[src/kcs_pkg.sv]
// kcs_pkg: shared types and constants for the keypad column scanner
// assumes a single 125 MHz peripheral clock and an active-low async reset
package kcs_pkg;

  localparam int unsigned KCS_COLS      = 8;
  localparam int unsigned KCS_ROWS      = 8;
  localparam int unsigned KCS_IDX_W     = 3;

  // column drive modes
  typedef enum logic [1:0] {
    KCS_MODE_ALL_HIZ,
    KCS_MODE_ALL_LOW,
    KCS_MODE_ALL_HIGH,
    KCS_MODE_ONE_HIGH
  } kcs_mode_type;

  // power states seen by the wake logic
  typedef enum logic [1:0] {
    KCS_PWR_RUN,
    KCS_PWR_IDLE,
    KCS_PWR_STANDBY
  } kcs_pwr_type;

  typedef struct packed {
    kcs_mode_type         mode;
    logic [KCS_IDX_W-1:0] index;
  } kcs_col_ctrl_type;

  typedef struct packed {
    logic [KCS_COLS-1:0] out;
    logic [KCS_COLS-1:0] oe_b;
  } kcs_col_pins_type;

  localparam kcs_col_ctrl_type KCS_CTRL_RESET = '{mode: KCS_MODE_ALL_HIZ, index: 3'h0};
  localparam logic [KCS_COLS-1:0] KCS_ALL_ONES = 8'hFF;
  localparam logic [KCS_COLS-1:0] KCS_ALL_ZERO = 8'h00;

endpackage

[src/kcs_row_sync.sv]
// kcs_row_sync: two-stage synchroniser for the row sense pins
// assumes the pins are asynchronous to clock
`timescale 1ns/1ps
`default_nettype none
module kcs_row_sync #(
  parameter int unsigned WIDTH = 8
) (
  // clock and reset
  input  wire logic             clock,
  input  wire logic             rst_b,
  // pins and synchronised copy
  input  wire logic [WIDTH-1:0] pin_in,
  output logic      [WIDTH-1:0] sync_out
);

  typedef struct packed {
    logic [WIDTH-1:0] meta;
    logic [WIDTH-1:0] sync;
  } kcs_sync_state_type;

  kcs_sync_state_type state_q;
  kcs_sync_state_type state_d;

  always_comb begin
    state_d.meta = pin_in;
    state_d.sync = state_q.meta;
  end

  always_ff @(posedge clock or negedge rst_b) begin
    if (!rst_b) begin
      state_q <= '0;
    end else begin
      state_q <= state_d;
    end
  end

  assign sync_out = state_q.sync;

endmodule // kcs_row_sync
`default_nettype wire

[src/kcs_scanner.sv]
// kcs_scanner: keypad column driver and row wake/interrupt logic
// assumes software control arrives on the same clock; row pins are async
// Contract
// - eight column drive lines, one per column
// - one chosen column high, others hi-z
// - global modes: all low, high, hi-z
// - selected input rows ORed into interrupt
// - keyboard interrupt wakes from idle, standby
// - columns and rows scan 8x8 matrix
// - idle halts processor clock only
// - standby stops oscillator, key still wakes
`timescale 1ns/1ps
`default_nettype none
module kcs_scanner #(
  parameter int unsigned COLS = kcs_pkg::KCS_COLS,
  parameter int unsigned ROWS = kcs_pkg::KCS_ROWS
) (
  // clock and reset
  input  wire logic                      clock,
  input  wire logic                      rst_b,
  // software column control
  input  wire kcs_pkg::kcs_col_ctrl_type col_ctrl,
  input  wire logic                      col_ctrl_we,
  // row port setup
  input  wire logic [ROWS-1:0]           row_is_input,
  input  wire logic [ROWS-1:0]           row_select,
  // power state request
  input  wire kcs_pkg::kcs_pwr_type      pwr_req,
  input  wire logic                      pwr_req_we,
  // key matrix pins
  output kcs_pkg::kcs_col_pins_type      col_pins,
  input  wire logic [ROWS-1:0]           row_sense_in,
  // status
  output logic                           key_irq,
  output logic                           cpu_clk_en,
  output logic                           osc_en,
  output logic                           wake_pulse,
  output logic [ROWS-1:0]                row_state,
  output kcs_pkg::kcs_pwr_type           pwr_state
);

  // decode and mode constants are fixed at eight lines each way
  if (COLS != kcs_pkg::KCS_COLS || ROWS != kcs_pkg::KCS_ROWS) begin : g_bad_size
    $error("kcs_scanner supports only an 8x8 matrix");
  end

  typedef struct packed {
    kcs_pkg::kcs_col_ctrl_type ctrl;
    kcs_pkg::kcs_col_pins_type pins;
    kcs_pkg::kcs_pwr_type      pwr;
    logic                      irq;
    logic                      wake;
    logic [ROWS-1:0]           rows;
  } kcs_state_type;

  kcs_state_type state_q;
  kcs_state_type state_d;
  logic [ROWS-1:0] rows_sync;
  logic [COLS-1:0] one_hot;
  logic            key_any;
  // next control kept apart so the decode does not loop through state_d
  kcs_pkg::kcs_col_ctrl_type ctrl_next;

  assign ctrl_next = col_ctrl_we ? col_ctrl : state_q.ctrl;

  // pins are async: two flops before use
  kcs_row_sync #(
    .WIDTH (ROWS)
  ) u_row_sync (
    .clock    (clock),
    .rst_b    (rst_b),
    .pin_in   (row_sense_in),
    .sync_out (rows_sync)
  );

  genvar gi;
  generate
    for (gi = 0; gi < COLS; gi++) begin : g_col
      assign one_hot[gi] = (ctrl_next.index == kcs_pkg::KCS_IDX_W'(gi));
    end
  endgenerate

  assign key_any = |(rows_sync & row_is_input & row_select);

  always_comb begin
    state_d = state_q;
    state_d.rows = rows_sync;
    state_d.ctrl = ctrl_next;
    unique case (state_d.ctrl.mode)
      kcs_pkg::KCS_MODE_ALL_HIZ: begin
        state_d.pins.out  = kcs_pkg::KCS_ALL_ZERO;
        state_d.pins.oe_b = kcs_pkg::KCS_ALL_ONES;
      end
      kcs_pkg::KCS_MODE_ALL_LOW: begin
        state_d.pins.out  = kcs_pkg::KCS_ALL_ZERO;
        state_d.pins.oe_b = kcs_pkg::KCS_ALL_ZERO;
      end
      kcs_pkg::KCS_MODE_ALL_HIGH: begin
        state_d.pins.out  = kcs_pkg::KCS_ALL_ONES;
        state_d.pins.oe_b = kcs_pkg::KCS_ALL_ZERO;
      end
      kcs_pkg::KCS_MODE_ONE_HIGH: begin
        state_d.pins.out  = one_hot;
        state_d.pins.oe_b = ~one_hot;
      end
    endcase
    state_d.irq  = key_any;
    state_d.wake = 1'b0;
    if (pwr_req_we) begin
      state_d.pwr = pwr_req;
    end
    // key wins over a sleep request
    if (key_any && state_d.pwr != kcs_pkg::KCS_PWR_RUN) begin
      state_d.pwr  = kcs_pkg::KCS_PWR_RUN;
      state_d.wake = 1'b1;
    end
  end

  always_ff @(posedge clock or negedge rst_b) begin
    if (!rst_b) begin
      state_q.ctrl <= kcs_pkg::KCS_CTRL_RESET;
      state_q.pins <= '{out: kcs_pkg::KCS_ALL_ZERO, oe_b: kcs_pkg::KCS_ALL_ONES};
      state_q.pwr  <= kcs_pkg::KCS_PWR_RUN;
      state_q.irq  <= 1'b0;
      state_q.wake <= 1'b0;
      state_q.rows <= '0;
    end else begin
      state_q <= state_d;
    end
  end

  assign col_pins   = state_q.pins;
  assign row_state  = state_q.rows;
  assign key_irq    = state_q.irq;
  assign wake_pulse = state_q.wake;
  assign pwr_state  = state_q.pwr;
  assign cpu_clk_en = (state_q.pwr == kcs_pkg::KCS_PWR_RUN);
  assign osc_en     = (state_q.pwr != kcs_pkg::KCS_PWR_STANDBY);

endmodule // kcs_scanner
`default_nettype wire

[config.mk]
export PLATFORM = sky130hd
export DESIGN_NAME = kcs_scanner
export DESIGN_NICKNAME = d
export VERILOG_FILES = /design/src/kcs_pkg.sv /design/src/kcs_row_sync.sv /design/src/kcs_scanner.sv
export SDC_FILE = /design/constraint.sdc
export NUM_CORES = 1
export LEC_CHECK = 0
export BUFFER_PORTS_ARGS = -buffer_cell sky130_fd_sc_hd__clkbuf_2
export CAP_MARGIN = 20
export CELL_PAD_IN_SITES_DETAIL_PLACEMENT = 0
export CELL_PAD_IN_SITES_GLOBAL_PLACEMENT = 1
export CORE_MARGIN = 10
export CORE_UTILIZATION = 44
export CTS_BUF_LIST = sky130_fd_sc_hd__clkbuf_8
export CTS_CLUSTER_SIZE = 12
export DETAILED_ROUTE_END_ITERATION = 8
export MAX_ROUTING_LAYER = met4
export PLACE_DENSITY = 0.95
export SYNTH_ARGS = -nofsm -noshare
export SYNTH_HDL_FRONTEND = slang
export SYNTH_SLANG_ARGS = --single-unit
[constraint.sdc]
create_clock -name clock -period 2.9 [get_ports clock]
set_clock_uncertainty 0.1 [all_clocks]
set_input_delay 0.58 -clock clock [delete_from_list [all_inputs] [get_ports clock]]
set_output_delay 0.58 -clock clock [all_outputs]
set_load 0.02 [all_outputs]
==> results of run 1 <==
## kinds of logic after synthesis
| kind of cell | synth area share, % |
|---|---|
| DFF | 61.6 |
| and+or+nand+nor | 9.85 |
| buffers and inverters | 12.1 |
| AOI/OAI and AO/OA | 11.9 |
| muxes | 4.55 |
## critical path: cells and delay by family (launching register included)
| kind | cells | cell delay, ns |
|---|---|---|
| buffers and inverters | 1 | 0.15 |
| flip-flops | 1 | 0.41 |
| AND/OR/NAND/NOR | 1 | 0.15 |
## sequential cells by signal, indices dropped and copies added (netlist names)
name and cells:
state_q 5, wake_pulse 1, col_pins 16, row_state 8, u_row_sync.state_d 8, pwr_state 2, u_row_sync.sync_out 8, key_irq 1
## power by group through the flow
stage,logic [mW],clock network (mW),registers (mW)
detailed placement,0.266,0,0.795
global route,0.287,0.537,0.787
global placement,0.262,0,0.794
floorplan,0.220,0,0.789
finish,0.263,0.488,0.780
CTS,0.266,0.510,0.782
## through the flow
stage	instance area [µm²]	power (mW)	hold WS, ns	setup WS [ns]	std cells
4_1_cts	2290	1.56	0.258	1.20	245
2_1_floorplan	2010	1.01	0.184	1.34	151
6_report	2310	1.53	0.0951	1.23	246
3_5_place_dp	2170	1.06	0.237	1.01	237
5_1_grt	2310	1.61	0.0877	1.15	246
3_3_place_gp	2170	1.06	0.234	1.02	237
## cells in the final DEF, fill, tap and decap left out, drive strengths merged, types with 2 or more instances in the layout
cell,n
o21ai,8
nor2b,2
a21oi,8
a31oi,4
nor2,12
dfrtp,41
inv,2
dfstp,8
nand2b,3
mux2i,4
and3,4
buf,2
clkbuf,70
nand2,11
mux2,2
## routing by layer
metal | routed length (µm) | share of wire [%] | track usage [%]
met1 | 1560 | 42 | 11.3
met2 | 1600 | 44 | 14.8
met3 | 473 | 13 | 4.83
met4 | 42 | 1.1 | 3.04
met5 | 0 | 0 | -
## layout make-up
cell class,instances,area (µm²)
Clock inverter,2,37.5
Fill cell,385,2080
Tap cell,52,65.1
Timing Repair Buffer,66,348
Inverter,2,10.0
Sequential cell,49,1240
Clock buffer,6,82.6
Multi-Input combinational cell,69,528
## path summary, 6_finish.rpt
| path | startpoint | endpoint | slack (ns) | cells past startpoint |
|---|---|---|---|---|
| hold reg to reg | u_row_sync.state_d[4] | u_row_sync.sync_out[4] | 0.25 | 0 |
| min in group clock | u_row_sync.state_d[4] | u_row_sync.sync_out[4] | 0.25 | 0 |
| setup reg to reg | u_row_sync.sync_out[2] | wake_pulse | 1.55 | 4 |
| hold / removal | rst_b | row_state[1] | 0.1 | 1 |
| max in group asynchronous | rst_b | col_pins[7] | 1.86 | 3 |
| setup / recovery | pwr_state[0] | osc_en | 1.23 | 2 |
==> impl_metrics.toml, run 1 <==
[power_and_ir_drop]
comb_power_share_pct = 17.2
clockPowerShare_pct = 31.9
switchingPower_mw = 0.399
ir_drop_mv = 0.281
seqPwrFrac_pct = 51.0
p_leak_nw = 1.12
power.density_mw_per_mm2 = 664
intPower_mw = 1.13
swShare_pct = 26.0

[yosys]
yosysSeqAreaShare_pct = 61.6
netlist_instances = 151
yosys-top-cells-area = "dfrtp_1 51%, dfstp_2 10%, buf_4 10%"
ys_ff_latch = 49
syn_area_mm2 = 0.00201
synth_edf_count = 0
synth_nets = 186
synth_top_flop_cell = "dfrtp_1"
synth_top_area_cell = "dfrtp_1"
yosys.cell_count.top_type = "dfrtp_1"
async_flop_share_pct = 100
yosysWarnings = 0
synthTopCellsByCount = "41 x dfrtp_1, 27 x buf_4, 12 x nor2_1"
synth_top_area_share_pct = 51.1
synth_cell_types = 34
synth_area_per_cell_um2 = 13.3

[clock_network]
cts_setup_buffers = 0
cts-root-buf = "clkbuf_8"
cts-hold-fix-buffers = 0
htreeDepth = 2
path_clk_slew_ns = 0.09
clkLatencyLatePin_ns = 0.29
cts_resized = 0
clock_path_buffers = 2
cts_made_buffers = 5
cts_sinks = 49
tritoncts = "done"

[timing]
hold_violations = 0
layout_min_cycle_time_ns = 1.67
grt_setup_unrepaired = "false"
period_share_pct = 57.7
setup_viol = 0
tns_ns = 0
slew_headroom_pct = 70.5
worst_pin_slew_ns = 0.433
max_freq_mhz = 598
drv_slew = 0

[global_route]
grt_pass1_vias = 1164
antenna_found_initial = 0
track_usage_pct = 9.85
grt_pass1_wl_mm = 5.72
grt_overflow_total = 0
grt_max_degree = 43

[detailed_routing]
viasPerCell = 4.75
drc = 0
antenna_left = 0
drtIter0Drc = 26
num_vias = 1168
drt_wl_total_mm = 3.68
firstDrtPassIters = 4
avgRoutedWirePerCell_um = 15.0

[job]
maxCapViolCount = 0

[setup_path]
cp.arrival_ns = 0.99
worstSetupPathType = "flip-flop to output pin"
critPathMaxStageDelay_ns = 0.41
slowest_stage = "dfrtp_1"
worst_setup_path_end_kind = "output pin"
cp.required_ns = 2.22
start_kind = "flip-flop"
path_cells = "nand2b_1 > clkbuf_2"
worstPathMaxFanout = 4

[die]
die_h_um = 87.5
num_rows = 24
pin_count = 65
die-area_mm2 = 0.00766
start_util_pct = 45.8
die_w_um = 87.5
fp.coreArea_mm2 = 0.00438

[layout]
layout.nets = 228
area_growth_pct = 15.0
post-route-util_pct = 52.6
diodes = 0
drive_gt1_share_pct = 55.2

[placed_design]
portBuffers = 64
gp_congestion = 0.788
dp_hpwl_mm = 2.92

[hold_path]
hp-class = "input pin to asynchronous set/reset pin"

[outcome]
status = "finished, final reports clean"
Note: power is estimated with default switching activity, not from simulation.
==> run 2: changes to the inputs <==
CORE_UTILIZATION = 37   (was 44)
PLACE_DENSITY = 0.86   (was 0.95)
clock period = 1.4 ns   (was 2.9 ns; I/O delays follow)
==> impl_metrics.toml, run 2 (synthesis gave the netlist of run 1 again) <==
[clock_network]
htreeDepth = 2
cts-root-buf = "clkbuf_8"
clock_path_buffers = 2
cts_sinks = 49
cts_made_buffers = 5
cts_setup_buffers = 0
clkLatencyLatePin_ns = 0.29
tritoncts = "done"
path_clk_slew_ns = 0.09

[power_and_ir_drop]
p_leak_nw = 1.20
ir_drop_mv = 0.482
power.density_mw_per_mm2 = 1290

[setup_path]
worstSetupPathType = "flip-flop to output pin"
start_kind = "flip-flop"
worstPathMaxFanout = 4
cp.required_ns = 1.02
worst_setup_path_end_kind = "output pin"
r2r_slack_ns = 0.08
cp.arrival_ns = 0.99

[detailed_routing]
firstDrtPassIters = 4
dr_wl_met3_um = 273
wl_met2_mm = 2.07
antenna_left = 0
routed.top_layer = "met4"
drtIter0Drc = 34
wl_met1_mm = 1.45
avgRoutedWirePerCell_um = 14.0
drt_wl_total_mm = 3.88
num_vias = 1214
viasPerCell = 4.37
drc = 0

[timing]
max_freq_mhz = 728
drv_slew = 0
setup_viol = 0
finalWorstSetupSlack_ns = 0.0257
period_share_pct = 98.2
slew_headroom_pct = 74.6
tns_ns = 0
hold_violations = 0
worst_pin_slew_ns = 0.382
layout_min_cycle_time_ns = 1.37
grt_setup_unrepaired = "true"

[placed_design]
portBuffers = 64
place_ws_ns = -0.0761
dp_hpwl_mm = 3.01
post_dp_cell_area_mm2 = 0.00227
gp_congestion = 0.719

[die]
die_w_um = 93.7
num_rows = 26
die_h_um = 93.7
pin_count = 65
die-area_mm2 = 0.00877
start_util_pct = 38.8
fp.coreArea_mm2 = 0.00517

[layout]
layout.nets = 242
area_growth_pct = 24.7
final_area_mm2 = 0.00250
mostFrequentLayoutCell = "clkbuf_2"
largest_reg_flops = 16
n_fill_cell = 458
diodes = 0
post-route-util_pct = 48.4
most-common-layout-cells = "55 x clkbuf_2, 41 x dfrtp_1, 12 x nor2_1"
drive_gt1_share_pct = 54.3

[job]
maxCapViolCount = 0

[global_route]
grt_pass1_vias = 1283
grt_overflow_total = 0
grt_pass1_wl_mm = 6.15
grt_max_degree = 50
antenna_found_initial = 0
track_usage_pct = 9.15

[hold_path]
hp-class = "input pin to flip-flop"

[outcome]
status = "finished, final reports clean"
## run 2: changes by cell type in the layout (fill, tap and decap cells not counted), moves of 2 or more
cell,before,now
buf_4,1,10
clkbuf_2,64,55
dlygate4sd3_1,0,9
buf_12,1,3
buf_2,0,2
## run 2: timing repair
| action | CTS | global route |
|---|---|---|
| gates resized for setup | 0 | 22 |
| hold buffers | 9 | 0 |
| setup endpoints to repair | 1 | 10 |
| cloned | 0 | 0 |
| pin swaps | 0 | 2 |
| hold endpoints to repair | 49 | 0 |
## run 2: cell type report
cell class                      instances  area, µm²  area share, %
Clock buffer                            5       68.8           2.75
Tap cell                               70       87.6           3.50
Sequential cell                        49       1240           49.4
Inverter                                2       10.0          0.400
Clock inverter                          3       43.8           1.75
Timing Repair Buffer                   80        522           20.8
Multi-Input combinational cell         69        534           21.3
## run 2: metal layers
layer / GRT usage [%] / vias up
li1: - / 597
met1: 9.17 / 575
met2: 15.3 / 33
met3: 3.68 / 9
met4: 4.30 / 0
met5: - / -
## run 2: power by group
| part | internal (mW) | switching (mW) |
|---|---|---|
| clock | 0.535 | 0.448 |
| combinational | 0.270 | 0.357 |
| sequential | 1.56 | 0.0517 |
## run 2: worst paths after layout
kind / startpoint / end / depth (start not counted)
max in group asynchronous: rst_b / col_pins[1] / 3
min in group asynchronous: rst_b / row_state[3] / 3
worst max-delay path: pwr_state[0] / osc_en / 2
worst min register to register: u_row_sync.state_d[0] / u_row_sync.sync_out[0] / 0
worst max register to register: u_row_sync.sync_out[2] / wake_pulse / 4
worst min-delay path: pwr_req[0] / pwr_state[0] / 3
## run 2: critical path: stages, from the launching register on
cell      delay [ns]
dfrtp_1         0.41
nand2b_1        0.16
buf_6           0.13
## run 2: through the flow
stage / total power [mW] / hold slack [ns] / std cells
6_report: 3.22 / 0.146 / 278
5_1_grt: 3.41 / 0.130 / 278
4_1_cts: 3.26 / 0.130 / 278
3_5_place_dp: 2.24 / 0.191 / 261
3_3_place_gp: 2.23 / 0.183 / 261
2_1_floorplan: 2.09 / -0.116 / 151
==> run 3: changes to the inputs <==
RECOVER_POWER = 50   (was not set)
==> impl_metrics.toml, run 3 (synthesis gave the netlist of run 1 again) <==
[layout]
n_fill_cell = 460
area_growth_pct = 24.1
layout.nets = 242
largest_reg_flops = 16
mostFrequentLayoutCell = "clkbuf_2"
drive_gt1_share_pct = 54.3
most-common-layout-cells = "55 x clkbuf_2, 41 x dfrtp_1, 12 x nor2_1"
diodes = 0

[timing]
max_freq_mhz = 728
drv_slew = 0
finalWorstSetupSlack_ns = 0.0266
setup_viol = 0
period_share_pct = 98.1
slew_headroom_pct = 58.3
layout_min_cycle_time_ns = 1.37
grt_setup_unrepaired = "true"
holdWs_ns = 0.147
hold_violations = 0
worst_pin_slew_ns = 0.626

[power_and_ir_drop]
ir_drop_mv = 0.482
p_leak_nw = 1.19
seqPwrFrac_pct = 50.1
intPower_mw = 2.36
switchingPower_mw = 0.855
swShare_pct = 26.6
comb_power_share_pct = 19.3
fin_total_pwr_mw = 3.22
power.density_mw_per_mm2 = 1290
clockPowerShare_pct = 30.5

[die]
die-area_mm2 = 0.00877
fp.coreArea_mm2 = 0.00517
die_h_um = 93.7
start_util_pct = 38.8
num_rows = 26
pin_count = 65
die_w_um = 93.7

[clock_network]
clock_path_buffers = 2
cts-root-buf = "clkbuf_8"
path_clk_slew_ns = 0.09
tritoncts = "done"
cts_made_buffers = 5
htreeDepth = 2
clkLatencyLatePin_ns = 0.29
cts_sinks = 49

[setup_path]
start_kind = "flip-flop"
cp.required_ns = 1.02
worstSetupPathType = "flip-flop to output pin"
worst_setup_path_end_kind = "output pin"
worstPathMaxFanout = 4
cp.arrival_ns = 0.99

[detailed_routing]
drt_wl_total_mm = 3.87
avgRoutedWirePerCell_um = 13.9
antenna_left = 0
drtIter0Drc = 38
viasPerCell = 4.37
firstDrtPassIters = 4
drc = 0
num_vias = 1214

[outcome]
status = "finished, final reports clean"

[global_route]
antenna_found_initial = 0
grt_pass1_wl_mm = 6.15
grt_overflow_total = 0
grt_max_degree = 50
grt_pass1_vias = 1283
track_usage_pct = 9.15

[placed_design]
gp_congestion = 0.719
dp_hpwl_mm = 3.01
place_ws_ns = -0.0761
portBuffers = 64

[hold_path]
hp-class = "input pin to flip-flop"

[job]
maxCapViolCount = 0
[run 3: metrics by stage]
step	area, µm²	std cells	utilization, %	setup TNS (ns)
final	2490	278	48.1	0
after global routing	2490	278	48.1	-0.0802
after CTS	2470	278	47.8	-0.00259
after detailed placement	2270	261	43.9	-0.876
after global placement	2270	261	43.9	-0.668
after floorplan	2010	151	-	0
[run 3: what timing repair did]
action                                  CTS  global route
hold endpoints to repair                 49             0
endpoints found under the setup margin    1            10
hold buffers                              9             0
resized for setup                         0            22
buffers inserted                          0             0
pin swaps                                 0             2
[run 3: worst paths after layout]
path                                         from                endpoint  slack [ns]  depth (start not counted)
min                                    pwr_req[0]            pwr_state[0]        0.15                          3
max in group asynchronous                   rst_b             state_q[29]        0.24                          3
min in group asynchronous                   rst_b            row_state[3]        0.55                          3
min reg2reg                 u_row_sync.state_d[7]  u_row_sync.sync_out[7]        0.25                          0
max                                  pwr_state[0]                  osc_en        0.03                          2
max reg2reg                u_row_sync.sync_out[2]              wake_pulse        0.08                          4
[run 3: area by class of cell]
class	instances	area, µm²	share of cell area (%)
flip-flops and latches	49	1240	49.6
multi-input cells	69	534	21.5
repair buffers	80	509	20.5
well taps	70	87.6	3.52
clock buffers	5	68.8	2.76
clock inverters	3	43.8	1.76
inverters	2	10.0	0.402
[run 3: critical path, stage by stage (launching register included)]
cell and delay [ns]:
dfrtp_1 0.41, nand2b_1 0.16, buf_6 0.13
[run 3: power by group through the flow]
stage | sequential, mW | combinational [mW] | clock (mW)
after CTS | 1.62 | 0.623 | 1.03
after detailed placement | 1.64 | 0.602 | 0
final | 1.61 | 0.622 | 0.982
after floorplan | 1.63 | 0.456 | 0
after global placement | 1.64 | 0.594 | 0
after global routing | 1.63 | 0.679 | 1.10
[run 3: per-layer routing]
layer	routed length (µm)	vias to the layer above	GRT usage, %
li1	-	596	-
met1	1460	576	9.17
met2	2050	33	15.3
met3	273	9	3.68
met4	83	0	4.30
met5	0	-	-
